**src/common/osc_cfg.svh**
```systemverilog
// Offsets, field positions, reset values and counts of the clock source block.
// Assumes byte addressing on a 32-bit APB with one register to a word.
`ifndef OSC_CFG_SVH
`define OSC_CFG_SVH

`define OSC_ADDR_W          8
`define OSC_CTRL_OFFSET     8'h00
`define OSC_TRIM_OFFSET     8'h04

`define OSC_OPT_MSB         7
`define OSC_OPT_LSB         6
`define OSC_FREQ_MSB        5
`define OSC_FREQ_LSB        4
`define OSC_RANGE_MSB       3
`define OSC_RANGE_LSB       2
`define OSC_REQ_BIT         1
`define OSC_ENGAGED_BIT     0

`define OSC_OPT_RESET       2'h0
`define OSC_FREQ_RESET      2'h2
`define OSC_RANGE_RESET     2'h0
`define OSC_TRIM_RESET      8'h80

`define OSC_CODE_RESERVED   2'h3
`define OSC_EXT_EDGES       2'h2

`endif

```
**src/common/osc_pkg.sv**
```systemverilog
// Types shared by the clock source block and whoever joins it.
// Assumes the constants of osc_cfg.svh for field values.
`default_nettype none
package osc_pkg;

    typedef enum logic [1:0] {
        SRC_INTERNAL = 2'b00,
        SRC_EXT_CLK  = 2'b01,
        SRC_EXT_RC   = 2'b10,
        SRC_CRYSTAL  = 2'b11
    } clock_source_t;

    typedef enum logic [2:0] {
        ST_INT    = 3'b000,
        ST_WAIT   = 3'b001,
        ST_SWITCH = 3'b010,
        ST_EXT    = 3'b011,
        ST_BACK   = 3'b100,
        ST_BACK_SW = 3'b101
    } switch_state_t;

    // Control handed to the analog internal oscillator.
    typedef struct packed {
        logic       enable;
        logic [1:0] freq_select;
        logic [7:0] trim_factor;
    } int_osc_ctrl_t;

endpackage
`default_nettype wire

```
**src/design/osc_source_select_and_trim.sv**
```systemverilog
// Clock source selection, external switchover and internal trim control.
// Assumes APB on pclk; oscillator levels and pins are synchronous to pclk.
`include "osc_cfg.svh"
`default_nettype none

module osc_source_select_and_trim
    import osc_pkg::*;
(
    input  wire logic                   pclk,
    input  wire logic                   presetn,
    input  wire logic                   psel,
    input  wire logic                   penable,
    input  wire logic                   pwrite,
    input  wire logic [`OSC_ADDR_W-1:0] paddr,
    input  wire logic [31:0]            pwdata,
    output logic      [31:0]            prdata,
    output logic                        pready,
    output logic                        pslverr,
    input  wire logic                   clock_input_pin,
    input  wire logic                   int_osc_clock,
    input  wire logic                   monitor_bypass,
    input  wire logic                   wait_mode,
    input  wire logic                   output_pin_clock_enable,
    output logic                        clock_input_pin_enable,
    output logic                        clock_output_pin_out,
    output logic                        clock_output_pin_oe,
    output logic      [2:0]             crystal_amp_enable,
    output logic                        rc_osc_enable,
    output int_osc_ctrl_t               int_osc_ctrl,
    output logic                        bus_clock_times_four,
    output logic                        bus_clock_times_two
);

    ////////////////////////////////////////////////////////////////////////
    // Register bus.

    logic [1:0]    option_reg;
    logic [1:0]    option_next;
    logic [1:0]    freq_reg;
    logic [1:0]    freq_next;
    logic [1:0]    range_reg;
    logic [1:0]    range_next;
    logic          request_reg;
    logic          request_next;
    logic [7:0]    trim_reg;
    logic [7:0]    trim_next;
    logic          engaged_reg;
    logic          engaged_next;
    logic          wr_ctrl;
    logic          wr_trim;
    logic          hit_ctrl;
    logic          hit_trim;
    logic          access;

    assign access   = psel && penable;
    assign hit_ctrl = (paddr == `OSC_CTRL_OFFSET);
    assign hit_trim = (paddr == `OSC_TRIM_OFFSET);
    assign wr_ctrl  = access && pwrite && hit_ctrl;
    assign wr_trim  = access && pwrite && hit_trim;

    // The slave never stalls, so every access completes in its first cycle.
    assign pready  = 1'b1;
    assign pslverr = access && !(hit_ctrl || hit_trim);

    always_comb begin
        prdata = 32'h0000_0000;
        if (hit_ctrl) begin
            prdata[`OSC_OPT_MSB:`OSC_OPT_LSB]     = option_reg;
            prdata[`OSC_FREQ_MSB:`OSC_FREQ_LSB]   = freq_reg;
            prdata[`OSC_RANGE_MSB:`OSC_RANGE_LSB] = range_reg;
            prdata[`OSC_REQ_BIT]                  = request_reg;
            prdata[`OSC_ENGAGED_BIT]              = engaged_reg;
        end else if (hit_trim) begin
            prdata[7:0] = trim_reg;
        end
    end

    always_comb begin
        option_next  = option_reg;
        freq_next    = freq_reg;
        range_next   = range_reg;
        request_next = request_reg;
        trim_next    = trim_reg;
        if (wr_ctrl) begin
            option_next  = pwdata[`OSC_OPT_MSB:`OSC_OPT_LSB];
            request_next = pwdata[`OSC_REQ_BIT];
            // A reserved code would leave the oscillator undefined.
            if (pwdata[`OSC_FREQ_MSB:`OSC_FREQ_LSB] != `OSC_CODE_RESERVED)
            begin
                freq_next = pwdata[`OSC_FREQ_MSB:`OSC_FREQ_LSB];
            end
            if (pwdata[`OSC_RANGE_MSB:`OSC_RANGE_LSB] != `OSC_CODE_RESERVED)
            begin
                range_next = pwdata[`OSC_RANGE_MSB:`OSC_RANGE_LSB];
            end
        end
        if (wr_trim) begin
            trim_next = pwdata[7:0];
        end
    end

    always_ff @(posedge pclk or negedge presetn) begin
        if (!presetn) begin
            option_reg  <= `OSC_OPT_RESET;
            freq_reg    <= `OSC_FREQ_RESET;
            range_reg   <= `OSC_RANGE_RESET;
            request_reg <= 1'b0;
            trim_reg    <= `OSC_TRIM_RESET;
        end else begin
            option_reg  <= option_next;
            freq_reg    <= freq_next;
            range_reg   <= range_next;
            request_reg <= request_next;
            trim_reg    <= trim_next;
        end
    end

    ////////////////////////////////////////////////////////////////////////
    // Switchover sequencer.

    switch_state_t state_reg;
    switch_state_t state_next;
    logic [1:0]    edges_reg;
    logic [1:0]    edges_next;
    logic          sel_ext_reg;
    logic          sel_ext_next;
    logic          osc_en_reg;
    logic          osc_en_next;
    logic          ext_prev_reg;
    logic          int_prev_reg;
    logic          ext_rise;
    logic          int_rise;
    logic          req_seen;
    logic          go_back;

    assign ext_rise = clock_input_pin && !ext_prev_reg;
    assign int_rise = int_osc_clock && !int_prev_reg;
    assign req_seen = request_reg && !monitor_bypass;
    assign go_back  = !request_reg && (option_reg == SRC_INTERNAL);

    // Wait mode is deliberately not an input of any process here.
    always_comb begin
        state_next   = state_reg;
        edges_next   = edges_reg;
        sel_ext_next = sel_ext_reg;
        engaged_next = engaged_reg;
        case (state_reg)
            ST_INT: begin
                edges_next = 2'h0;
                if (req_seen && option_reg != SRC_INTERNAL) begin
                    state_next = ST_WAIT;
                end
            end
            ST_WAIT: begin
                if (!req_seen) begin
                    state_next = ST_INT;
                end else if (ext_rise) begin
                    edges_next = edges_reg + 2'h1;
                    if (edges_reg + 2'h1 == `OSC_EXT_EDGES) begin
                        state_next = ST_SWITCH;
                    end
                end
            end
            ST_SWITCH: begin
                // Swap only while both clocks are low so no runt pulse
                // reaches the system integration unit.
                if (!clock_input_pin && !int_osc_clock) begin
                    sel_ext_next = 1'b1;
                    engaged_next = 1'b1;
                    state_next   = ST_EXT;
                end
            end
            ST_EXT: begin
                if (go_back) begin
                    state_next = ST_BACK;
                end
            end
            ST_BACK: begin
                if (int_rise) begin
                    state_next = ST_BACK_SW;
                end
            end
            ST_BACK_SW: begin
                if (!clock_input_pin && !int_osc_clock) begin
                    sel_ext_next = 1'b0;
                    engaged_next = 1'b0;
                    state_next   = ST_INT;
                end
            end
            default: begin
                state_next   = ST_INT;
                sel_ext_next = 1'b0;
                engaged_next = 1'b0;
            end
        endcase
        // The oscillator stops one cycle after the engaged bit is set.
        osc_en_next = !(state_reg == ST_EXT && state_next == ST_EXT);
    end

    always_ff @(posedge pclk or negedge presetn) begin
        if (!presetn) begin
            state_reg    <= ST_INT;
            edges_reg    <= 2'h0;
            sel_ext_reg  <= 1'b0;
            engaged_reg  <= 1'b0;
            osc_en_reg   <= 1'b1;
            ext_prev_reg <= 1'b0;
            int_prev_reg <= 1'b0;
        end else begin
            state_reg    <= state_next;
            edges_reg    <= edges_next;
            sel_ext_reg  <= sel_ext_next;
            engaged_reg  <= engaged_next;
            osc_en_reg   <= osc_en_next;
            ext_prev_reg <= clock_input_pin;
            int_prev_reg <= int_osc_clock;
        end
    end

    ////////////////////////////////////////////////////////////////////////
    // Clock outputs and pin control.

    logic x4_reg;
    logic x4_next;
    logic x2_reg;
    logic x2_next;

    always_comb begin
        x4_next = sel_ext_reg ? clock_input_pin : int_osc_clock;
        x2_next = x2_reg ^ (x4_next && !x4_reg);
    end

    always_ff @(posedge pclk or negedge presetn) begin
        if (!presetn) begin
            x4_reg <= 1'b0;
            x2_reg <= 1'b0;
        end else begin
            x4_reg <= x4_next;
            x2_reg <= x2_next;
        end
    end

    assign bus_clock_times_four = x4_reg;
    assign bus_clock_times_two  = x2_reg;

    assign clock_input_pin_enable = req_seen || sel_ext_reg;
    assign rc_osc_enable          = (option_reg == SRC_EXT_RC);
    assign clock_output_pin_out   = x4_reg;
    assign clock_output_pin_oe    = output_pin_clock_enable
        && (option_reg == SRC_INTERNAL || option_reg == SRC_EXT_RC);

    generate
        for (genvar i = 0; i < 3; i++) begin : g_amp
            assign crystal_amp_enable[i] = (option_reg == SRC_CRYSTAL)
                && (range_reg == 2'(i));
        end
    endgenerate

    // The analog cell scales its trim step from the selected nominal period.
    assign int_osc_ctrl.enable      = osc_en_reg;
    assign int_osc_ctrl.freq_select = freq_reg;
    assign int_osc_ctrl.trim_factor = trim_reg;
endmodule
`default_nettype wire

```
**config.mk**
```make
export PLATFORM = sky130hd
export DESIGN_NAME = osc_source_select_and_trim
export DESIGN_NICKNAME = d
export VERILOG_FILES = /design/src/common/osc_pkg.sv /design/src/design/osc_source_select_and_trim.sv
export VERILOG_INCLUDE_DIRS = /design/src /design/src/common
export SDC_FILE = /design/constraint.sdc
export NUM_CORES = 1
export LEC_CHECK = 0
export ABC_CLOCK_PERIOD_IN_PS = 2590
export BUFFER_PORTS_ARGS = -buffer_cell sky130_fd_sc_hd__buf_2
export CAP_MARGIN = 20
export CORE_ASPECT_RATIO = 1.75
export CORE_MARGIN = 10
export CORE_UTILIZATION = 43
export CTS_BUF_LIST = sky130_fd_sc_hd__clkbuf_8
export DETAILED_ROUTE_END_ITERATION = 12
export PLACE_DENSITY = 0.83
export RECOVER_POWER = 100
export SETUP_SLACK_MARGIN = 0.1
export SYNTH_ARGS = -nofsm -noshare
export SYNTH_HDL_FRONTEND = slang
export SYNTH_SLANG_ARGS = --single-unit
```
**constraint.sdc**
```tcl
create_clock -name pclk -period 2.59 [get_ports pclk]
set_input_delay 0.518 -clock pclk [delete_from_list [all_inputs] [get_ports pclk]]
set_output_delay 0.518 -clock pclk [all_outputs]
set_load 0.005 [all_outputs]
```
==> summary.md, run 1 <==
| Metric | Value |
|---|---|
| Outcome | `complete, no violations` |
| Syn_area_per_cell | `10.49 µm²` |
| Hold/Removal Path Class | `input pin to flop` |
| First-pass GRT wire length | `5885 µm` |
| Pre-antenna DRT Iters | `4` |
| MaxCap Viol Count | `0` |
| Violation count after the first detailed-route iteration | `15` |
| Ys Warns | `0` |
| Setup slack, reg-to-reg | `0.88 ns` |
| Worst Hold Depth | `1` |
| CTS tree | `yes` |
| Post-CTS sizing | `0` |
| Top FF cell, synth | `dfrtp_1` |
| RD Place Congestion | `0.8986` |
| Vias in the first global route | `1283` |
| Startpoint Class | `input pin` |
| Placed Cells | `236` |
| CTS HTree Levels | `1` |
| Critical-path maximum fanout | `9` |
| Final setup viols | `0` |
| Drt drc | `0` |
| Lkg Pwr | `0.0008570 µW` |
| Post-Synthesis Cells | `145` |
| Initial Util | `0.4477` |
| GRT overflow | `0` |
| Final Hold Fails | `0` |
| Total CTS buffers | `3` |
| Critical Path RT | `2.07 ns` |
| Worst slew margin relative to its limit | `0.09790` |
| Post-synth EDFFs | `0` |
| Commonest non-fill, non-tap cell in the layout | `buf_2` |
| Global-route usage over all layers | `0.1117` |
| Unrepaired setup endpoints after global routing | `false` |
| Pwr Density | `522.1 nW/µm²` |
| Worst EP arrival | `1.90 ns` |
| Setup Crit Path Kind | `input pin to primary output` |
| Post-CTS Setup Bufs | `0` |
| Die width | `64.97 µm` |
| Fin crit period | `2.421 ns` |
| P_sw | `213.9 µW` |
| Nets | `247` |
| Flop pwr share | `0.502` |
| Async S/R FF share, synth | `1.000` |
| Area of the core | `3398 µm²` |
| Post-synthesis sequential area ratio | `0.4301` |
| Boundary pin count | `104` |
| Antenna diodes | `0` |
| Clk sinks | `26` |
| F_max | `413.1 MHz` |
| HPWL Detailed | `2990 µm` |
| Die ar. | `6411 µm²` |
| IO buf count | `53` |
| Final setup TNS | `0 ns` |
| Max clock buf depth | `2` |
| CTS Hold Buffers Added | `0` |
| Final Skew | `0.009716 ns` |
| Worst skew pair latency | `0.27 ns` |
| Combinational share of power | `0.139` |
| Commonest non-fill, non-tap cells in the layout | `28 x buf_2, 25 x conb_1, 25 x clkbuf_1` |
| Cell Rows | `28` |
| Routed Antenna Nets | `0` |
| Max reg flops | `8` |
| Worst Setup End Kind | `primary output` |
| Vias per std cell | `4.783` |
| Clock root buffer | `clkbuf_8` |
| Largest net degree at the start of global routing | `27` |
| Distinct cells, synth | `34` |
| Total internal power | `690.8 µW` |
| Share of layout cells above drive strength 1 | `0.2513` |
| Clk slew on worst S/H paths | `0.09 ns` |
| Antenna violations before repair | `0` |
| Total power | `904.7 µW` |
| Final Slew Violations | `0` |
| Period utilisation layout | `0.9346` |
| Measured slew at the worst slew-check pin | `1.353 ns` |
| Routed WL per cell | `14.85 µm` |
| Layout area overhead | `13.90%` |
| Synthesized cell area | `1521 µm²` |
| Yosys reg bits | `26` |
| Post-Route WL | `3563 µm` |
| Fillers | `369` |
| IR drop worst, VDD | `0.3818 mV` |
| Via count | `1148` |
| Sw Share | `0.2365` |
| R2R cell count | `4` |
| Die Ht | `98.69 µm` |
| Post-route insts no fill | `240` |
| Clock power frac | `0.358` |
-- Yosys cell counts, drive strengths merged (3+ instances only) --
library cell	number	area (µm²)
nand2	3	11.26
nor3b	3	22.52
dfstp	3	78.83
nor2b	3	18.77
nor3	7	35.03
mux2	12	142.6
inv	3	11.26
nor2	15	56.30
nand2b	3	18.77
o22a	4	40.04
dfrtp	23	575.6
buf	28	214.0
mux2i	9	90.09
-- per-stage QoR --
step | instance area (µm²) | hold slack [ns] | util | setup WS, ns
5_1_grt | 1733 | 0.4489 | 0.5099 | 0.09898
3_3_place_gp | 1708 | 0.4570 | 0.5026 | 0.1818
2_1_floorplan | 1608 | 0.2224 | - | 0.3582
3_5_place_dp | 1708 | 0.4829 | 0.5026 | 0.1764
4_1_cts | 1779 | 0.2499 | 0.5236 | 0.1764
6_report | 1733 | 0.4612 | 0.5099 | 0.1693
-- power by group through the flow --
stage	combinational (µW)	clock (µW)	sequential [µW]
final	126	324	455
after global routing	144	353	459
after CTS	130	336	455
after detailed placement	130	0	463
after global placement	126	0	460
after floorplan	99.7	0	458
-- worst paths after layout --
| kind | startpoint | end |
|---|---|---|
| worst max-delay path | paddr[6] | pslverr |
| worst min-delay path | int_osc_clock | int_prev_reg |
| worst max register to register | state_reg[1] | edges_reg[0] |
| worst min register to register | bus_clock_times_two | bus_clock_times_two |
| max in group asynchronous | presetn | freq_reg[0] |
| min in group asynchronous | presetn | sel_ext_reg |
-- final cells by class --
cell class | count | area [µm²] | area share
multi-input combinational | 109 | 705.7 | 0.4072
sequential | 26 | 654.4 | 0.3776
timing repair buffer | 53 | 234.0 | 0.1350
tap | 45 | 56.30 | 0.03249
clock buffer | 3 | 41.29 | 0.02383
clock inverter | 1 | 30.03 | 0.01733
inverter | 3 | 11.26 | 0.006498
-- cell families after synthesis --
| logic type | share of synthesized area |
|---|---|
| fa+ha+maj | 0.008222 |
| compound gates | 0.07155 |
| flops | 0.4301 |
| xor+xnor | 0.01152 |
| mux | 0.1530 |
| buf+inv | 0.1530 |
| other cells | 0.004936 |
| simple gates | 0.1678 |
-- worst max-delay path, stage by stage --
cell and delay, ns:
buf_2 0.10, or4_1 0.55, or2_2 0.41, and3_1 0.21, clkbuf_1 0.11
-- layer usage --
metal | track usage | wire [µm]
met5 | 0 | 0
met3 | 0.04875 | 336
met2 | 0.2119 | 2015
met1 | 0.09892 | 1172
met4 | 0.03974 | 38
Note: power is estimated with default switching activity, not from simulation.
==> run 2, diff against run 1 <==
==> constraint.sdc (replaced) <==
create_clock -name pclk -period 2.59 [get_ports pclk]
set_input_delay 0.518 -clock pclk [delete_from_list [all_inputs] [get_ports pclk]]
set_output_delay 0.518 -clock pclk [all_outputs]
set_load 0.02 [all_outputs]
==> summary.md, run 2 (same netlist as run 1, synthesis figures left out) <==
| Metric | Value |
|---|---|
| Worst Hold Depth | `1 (unchanged)` |
| Area of the core | `3398 µm² (unchanged)` |
| Worst-path cell chain | `buf_2, or4_1, or2_4, nor2_1, clkbuf_1 (was buf_2, or4_1, or2_2, and3_1, clkbuf_1)` |
| Commonest non-fill, non-tap cell in the layout | `clkbuf_1 (was buf_2)` |
| Setup slack, reg-to-reg | `0.88 ns (about the same)` |
| Buffer and inverter count on the worst path | `2 (unchanged)` |
| Worst slew margin relative to its limit | `0.1011 (was 0.09790)` |
| Nets | `247 (unchanged)` |
| Largest net degree at the start of global routing | `27 (unchanged)` |
| Initial Util | `0.4477 (unchanged)` |
| Vias in the first global route | `1283 (unchanged)` |
| Post-CTS Setup Bufs | `0 (unchanged)` |
| CTS tree | `yes (unchanged)` |
| Worst r2r dst | `edges_reg[0] (unchanged)` |
| Vias per std cell | `4.796 (was 4.783)` |
| First-pass GRT wire length | `5885 µm (unchanged)` |
| R2r startpoint | `state_reg[1] (unchanged)` |
| Share of layout cells above drive strength 1 | `0.2308 (was 0.2513)` |
| Global-route usage over all layers | `0.1117 (unchanged)` |
| Worst Hold Slack | `0.4610 ns (was 0.4612 ns)` |
| Clk sinks | `26 (unchanged)` |
| Via count | `1151 (was 1148)` |
| Routed Antenna Nets | `0 (unchanged)` |
| Max clock buf depth | `2 (unchanged)` |
| CP delay by family, top | `simple AND/OR/NAND/NOR gates (unchanged)` |
| Crit path max-delay cell type | `or4_1 (unchanged)` |
| IR drop worst, VDD | `0.3889 mV (was 0.3818 mV)` |
| Post-route insts no fill | `240 (unchanged)` |
| Hold_sp | `int_osc_clock (unchanged)` |
| R2R cell count | `4 (unchanged)` |
| Final Slew Violations | `0 (unchanged)` |
| Startpoint Class | `input pin (unchanged)` |
| Unrepaired setup endpoints after global routing | `false (unchanged)` |
| Setup Crit Path Kind | `input pin to primary output (unchanged)` |
| Clock root buffer | `clkbuf_8 (unchanged)` |
| Critical path depth | `5 (unchanged)` |
| GRT overflow | `0 (unchanged)` |
| Layout area overhead | `13.57% (was 13.90%)` |
| Critical Path RT | `2.07 ns (about the same)` |
| Final Hold Fails | `0 (unchanged)` |
| Worst EP arrival | `1.88 ns (was 1.90 ns)` |
| Final Skew | `0.009764 ns (was 0.009716 ns)` |
| Post-route cell area | `1728 µm² (was 1733 µm²)` |
| Lkg Pwr | `0.0008346 µW (was 0.0008570 µW)` |
| Final setup TNS | `0 ns (unchanged)` |
| Antenna diodes | `0 (unchanged)` |
| Hold/Removal Path Class | `input pin to flop (unchanged)` |
| Placed Cells | `236 (unchanged)` |
| F_max | `417.3 MHz (was 413.1 MHz)` |
| Measured slew at the worst slew-check pin | `1.348 ns (was 1.353 ns)` |
| Total CTS buffers | `3 (unchanged)` |
| Die width | `64.97 µm (unchanged)` |
| Commonest non-fill, non-tap cells in the layout | `31 x clkbuf_1, 25 x conb_1, 23 x dfrtp_1 (was 28 x buf_2, 25 x conb_1, 25 x clkbuf_1)` |
| Clk slew on worst S/H paths | `0.09 ns (about the same)` |
| Largest stage delay, worst path | `0.56 ns (was 0.55 ns)` |
| Pre-antenna DRT Iters | `4 (unchanged)` |
| Drt drc | `0 (unchanged)` |
| Worst Setup End Kind | `primary output (unchanged)` |
| RD Place Congestion | `0.8986 (unchanged)` |
| Worst skew pair latency | `0.27 ns (about the same)` |
| Area after DPL | `1708 µm² (unchanged)` |
| Cell Rows | `28 (unchanged)` |
| Outcome | `complete, no violations (unchanged)` |
| Antenna violations before repair | `0 (unchanged)` |
| CTS HTree Levels | `1 (unchanged)` |
| HPWL Detailed | `2990 µm (unchanged)` |
| Final setup viols | `0 (unchanged)` |
| Routed WL per cell | `14.86 µm (was 14.85 µm)` |
| Post-Route WL | `3567 µm (was 3563 µm)` |
| Die ar. | `6411 µm² (unchanged)` |
| Hold path endpoint | `int_prev_reg (unchanged)` |
| Critical-path maximum fanout | `9 (unchanged)` |
| Boundary pin count | `104 (unchanged)` |
| Violation count after the first detailed-route iteration | `14 (was 15)` |
| Period utilisation layout | `0.9253 (was 0.9346)` |
| Die Ht | `98.69 µm (unchanged)` |
| MaxCap Viol Count | `0 (unchanged)` |
| Max reg flops | `8 (unchanged)` |
| Pwr Density | `545.7 nW/µm² (was 522.1 nW/µm²)` |
| IO buf count | `53 (unchanged)` |
| Fin crit period | `2.397 ns (was 2.421 ns)` |
## run 2: changes by cell type in the layout (fill, tap and decap cells not counted)
cell      delta
buf_2        -6
clkbuf_1     +6
dfstp_1      -2
dfstp_2      +2
or2_2        -1
or2_4        +1
## run 2: where the power goes
group          leakage [µW]  internal [µW]  switching, µW
combinational      0.000458           51.6            112
sequential         0.000341            431           24.3
clock             0.0000357            206            118
## run 2: worst max-delay path by stage
stage,startpoint,endpoint,slack (ns)
3_3_place_gp,paddr[6],pslverr,0.15
4_1_cts,paddr[6],pslverr,0.15
3_5_place_dp,paddr[6],pslverr,0.15
5_1_grt,paddr[6],prdata[5],0.11
6_report,paddr[6],prdata[7],0.19
2_1_floorplan,paddr[6],prdata[0],0.24
## run 2: cell type report
cell class                      instances  area [µm²]
Inverter                                3       11.26
Clock inverter                          1       30.03
Fill cell                             371        1670
Clock buffer                            3       41.29
Multi-Input combinational cell        109       708.2
Timing Repair Buffer                   53       226.5
Sequential cell                        26       654.4
Tap cell                               45       56.30
## run 2: timing repair
item / CTS / global route
hold buffers: 0 / 0
resized for setup: 0 / 1
setup endpoints to repair: 0 / 1
## run 2: through the flow
step                      utilization  setup slack [ns]  total power (µW)
after floorplan                     -            0.2426             599.1
after global placement         0.5026            0.1508             626.8
after detailed placement       0.5026            0.1454             632.8
after CTS                      0.5236            0.1454             961.0
after global routing           0.5085            0.1112             994.2
final                          0.5085            0.1934             942.9
## run 2: metal layers
metal	global-route usage	wire length, µm	up-vias
li1	-	-	547
met1	0.09892	1179	554
met2	0.2119	2017	45
met3	0.04875	331	5
met4	0.03974	38	0
met5	0	0	-
==> run 3, diff against run 2 <==
--- a/config.mk
+++ b/config.mk
@@ -6,13 +6,15 @@
 export SDC_FILE = /design/constraint.sdc
 export NUM_CORES = 1
 export LEC_CHECK = 0
-export ABC_CLOCK_PERIOD_IN_PS = 2590
+export ABC_CLOCK_PERIOD_IN_PS = 2350
 export BUFFER_PORTS_ARGS = -buffer_cell sky130_fd_sc_hd__buf_2
 export CAP_MARGIN = 20
 export CORE_ASPECT_RATIO = 1.75
 export CORE_MARGIN = 10
 export CORE_UTILIZATION = 43
 export CTS_BUF_LIST = sky130_fd_sc_hd__clkbuf_8
+export CTS_CLUSTER_DIAMETER = 200
+export CTS_CLUSTER_SIZE = 16
 export DETAILED_ROUTE_END_ITERATION = 12
 export PLACE_DENSITY = 0.83
 export RECOVER_POWER = 100
==> constraint.sdc (replaced) <==
create_clock -name pclk -period 2.35 [get_ports pclk]
set_input_delay 0.47 -clock pclk [delete_from_list [all_inputs] [get_ports pclk]]
set_output_delay 0.47 -clock pclk [all_outputs]
set_load 0.02 [all_outputs]
==> summary.md, run 3 (same netlist as run 1, synthesis figures left out) <==
| Metric | Value |
|---|---|
| Outcome | `complete, no violations (unchanged)` |
| Critical Path RT | `1.88 ns (was 2.07 ns)` |
| Worst Hold Slack | `0.4036 ns (was 0.4610 ns)` |
| Final setup margin | `0.1152 ns (was 0.1934 ns)` |
| Unrepaired setup endpoints after global routing | `false (unchanged)` |
| Commonest non-fill, non-tap cell in the layout | `clkbuf_1 (unchanged)` |
| HPWL Detailed | `3028 µm (was 2990 µm)` |
| Fillers | `356 (was 371)` |
| Worst Setup End Kind | `primary output (unchanged)` |
| Max reg flops | `8 (unchanged)` |
| Setup slack, reg-to-reg | `0.61 ns (was 0.88 ns)` |
| Global-route usage over all layers | `0.1104 (was 0.1117)` |
| Die Ht | `98.69 µm (unchanged)` |
| Area of the core | `3398 µm² (unchanged)` |
| GRT overflow | `0 (unchanged)` |
| CP delay by family, top | `simple AND/OR/NAND/NOR gates (unchanged)` |
| IR drop worst, VDD | `0.4274 mV (was 0.3889 mV)` |
| Measured slew at the worst slew-check pin | `1.359 ns (was 1.348 ns)` |
| Via count | `1143 (was 1151)` |
| Layout area overhead | `14.72% (was 13.57%)` |
| Clk sinks | `26 (unchanged)` |
| Storage element area | `654.4 µm² (unchanged)` |
| Pre-antenna DRT Iters | `4 (unchanged)` |
| CTS Hold Buffers Added | `0 (unchanged)` |
| Initial Util | `0.4477 (unchanged)` |
| Total CTS buffers | `3 (unchanged)` |
| Final setup TNS | `0 ns (unchanged)` |
| Vias per std cell | `4.743 (was 4.796)` |
| Vias in the first global route | `1286 (was 1283)` |
| Final setup viols | `0 (unchanged)` |
| RD Place Congestion | `0.8955 (was 0.8986)` |
| Die width | `64.97 µm (unchanged)` |
| Buffer and inverter count on the worst path | `2 (unchanged)` |
| Worst-path cell chain | `buf_2, or4_1, or2_4, nor2_1, clkbuf_1 (unchanged)` |
| Flop pwr share | `0.478 (was 0.483)` |
| Total internal power | `759.9 µW (was 688.8 µW)` |
| Worst EP arrival | `1.76 ns (was 1.88 ns)` |
| Largest stage delay, worst path | `0.54 ns (was 0.56 ns)` |
| Antenna diodes | `0 (unchanged)` |
| CTS HTree Levels | `1 (unchanged)` |
| Worst skew pair latency | `0.26 ns (was 0.27 ns)` |
| Clk slew on worst S/H paths | `0.09 ns (about the same)` |
| Crit path max-delay cell type | `or4_1 (unchanged)` |
| F_max | `447.5 MHz` |
| Final core occ | `0.5136 (was 0.5085)` |
| CTS tree | `yes (unchanged)` |
| Drt drc | `0 (unchanged)` |
| Pwr Density | `599.1 nW/µm² (was 545.7 nW/µm²)` |
| Critical-path maximum fanout | `9 (unchanged)` |
| Final Hold Fails | `0 (unchanged)` |
| Period utilisation layout | `0.9510` |
| Violation count after the first detailed-route iteration | `14 (unchanged)` |
| Share of layout cells above drive strength 1 | `0.2653 (was 0.2308)` |
| Worst slack at placement | `0.01772 ns (was 0.1454 ns)` |
| Max clock buf depth | `2 (unchanged)` |
| Routed Antenna Nets | `0 (unchanged)` |
| Routed WL per cell | `15.05 µm (was 14.86 µm)` |
| MaxCap Viol Count | `0 (unchanged)` |
| Setup Crit Path Kind | `input pin to primary output (unchanged)` |
| Startpoint Class | `input pin (unchanged)` |
| Largest net degree at the start of global routing | `27 (unchanged)` |
| First-pass GRT wire length | `5885 µm (unchanged)` |
| Antenna violations before repair | `0 (unchanged)` |
| Die ar. | `6411 µm² (unchanged)` |
| Hold/Removal Path Class | `input pin to flop (unchanged)` |
| Boundary pin count | `104 (unchanged)` |
| Worst slew margin relative to its limit | `0.09397 (was 0.1011)` |
| Critical path depth | `5 (unchanged)` |
| Cell Rows | `28 (unchanged)` |
| Worst Hold Depth | `1 (unchanged)` |
| Lkg Pwr | `0.0008614 µW (was 0.0008346 µW)` |
| Total power | `1046 µW (was 942.9 µW)` |
| Multi-input gate area | `715.7 µm² (was 708.2 µm²)` |
| Final Skew | `0.002955 ns (was 0.009764 ns)` |
| Post-Route WL | `3628 µm (was 3567 µm)` |
| Clock root buffer | `clkbuf_8 (unchanged)` |
| IO buf count | `53 (unchanged)` |
| Combinational share of power | `0.175 (was 0.174)` |
| Clock power frac | `0.347 (was 0.344)` |
| Nets | `248 (was 247)` |
| Commonest non-fill, non-tap cells in the layout | `27 x clkbuf_1, 25 x conb_1, 25 x buf_2 (was 31 x clkbuf_1, 25 x conb_1, 23 x dfrtp_1)` |
| P_sw | `285.7 µW (was 254.1 µW)` |
| Fin crit period | `2.235 ns` |
| Sw Share | `0.2732 (was 0.2695)` |
| R2R cell count | `4 (unchanged)` |
| Final Slew Violations | `0 (unchanged)` |
==> run 3: cell count changes in the layout (fill, tap and decap cells not counted), sizes merged <==
cell    before  now
clkbuf      34   32
buf         22   25
==> run 3: worst reg2reg max path: cells and delay by family, from the launching register on <==
family           cells  cell delay (ns)
AND/OR/NAND/NOR      2             0.85
flip-flops           1             0.44
XOR/XNOR             1             0.18
AO/OA/AOI/OAI        1             0.17
==> run 3: repair_timing <==
action                     CTS  global route
buffers inserted             0             0
resized for setup            1             0
pin swaps                    0             1
setup endpoints to repair    9             1
==> run 3: per-stage QoR <==
| stage | std cells | area, µm² |
|---|---|---|
| finish | 241 | 1745 |
| global route | 241 | 1745 |
| CTS | 241 | 1789 |
| detailed placement | 237 | 1715 |
| global placement | 237 | 1715 |
| floorplan | 168 | 1608 |
==> run 3: worst paths after layout <==
| path | from | endpoint |
|---|---|---|
| worst max-delay path | paddr[6] | prdata[0] |
| worst max register to register | state_reg[1] | edges_reg[0] |
| worst min register to register | bus_clock_times_two | bus_clock_times_two |
| min in group asynchronous | presetn | ext_prev_reg |
| worst min-delay path | int_osc_clock | int_prev_reg |
| max in group asynchronous | presetn | trim_reg[1] |
==> run 3: power groups by stage <==
| stage | combinational, µW | sequential [µW] | clock, µW |
|---|---|---|---|
| after CTS | 189 | 501 | 374 |
| after detailed placement | 188 | 510 | 0 |
| after global routing | 201 | 506 | 390 |
| after floorplan | 141 | 519 | 0 |
| after global placement | 184 | 507 | 0 |
| final | 183 | 500 | 363 |
==> run 3: area by class of cell <==
cell class                      count  area share
Clock buffer                        3     0.02366
Clock inverter                      1     0.01720
Inverter                            3    0.006452
Multi-Input combinational cell    109      0.4100
Sequential cell                    26      0.3749
Tap cell                           45     0.03226
Timing Repair Buffer               54      0.1355
==> run 3: layer usage <==
layer	share of wire	global-route usage
met5	0	0
met1	0.33	0.09825
met4	0.0061	0.02483
met3	0.096	0.04875
met2	0.57	0.2149
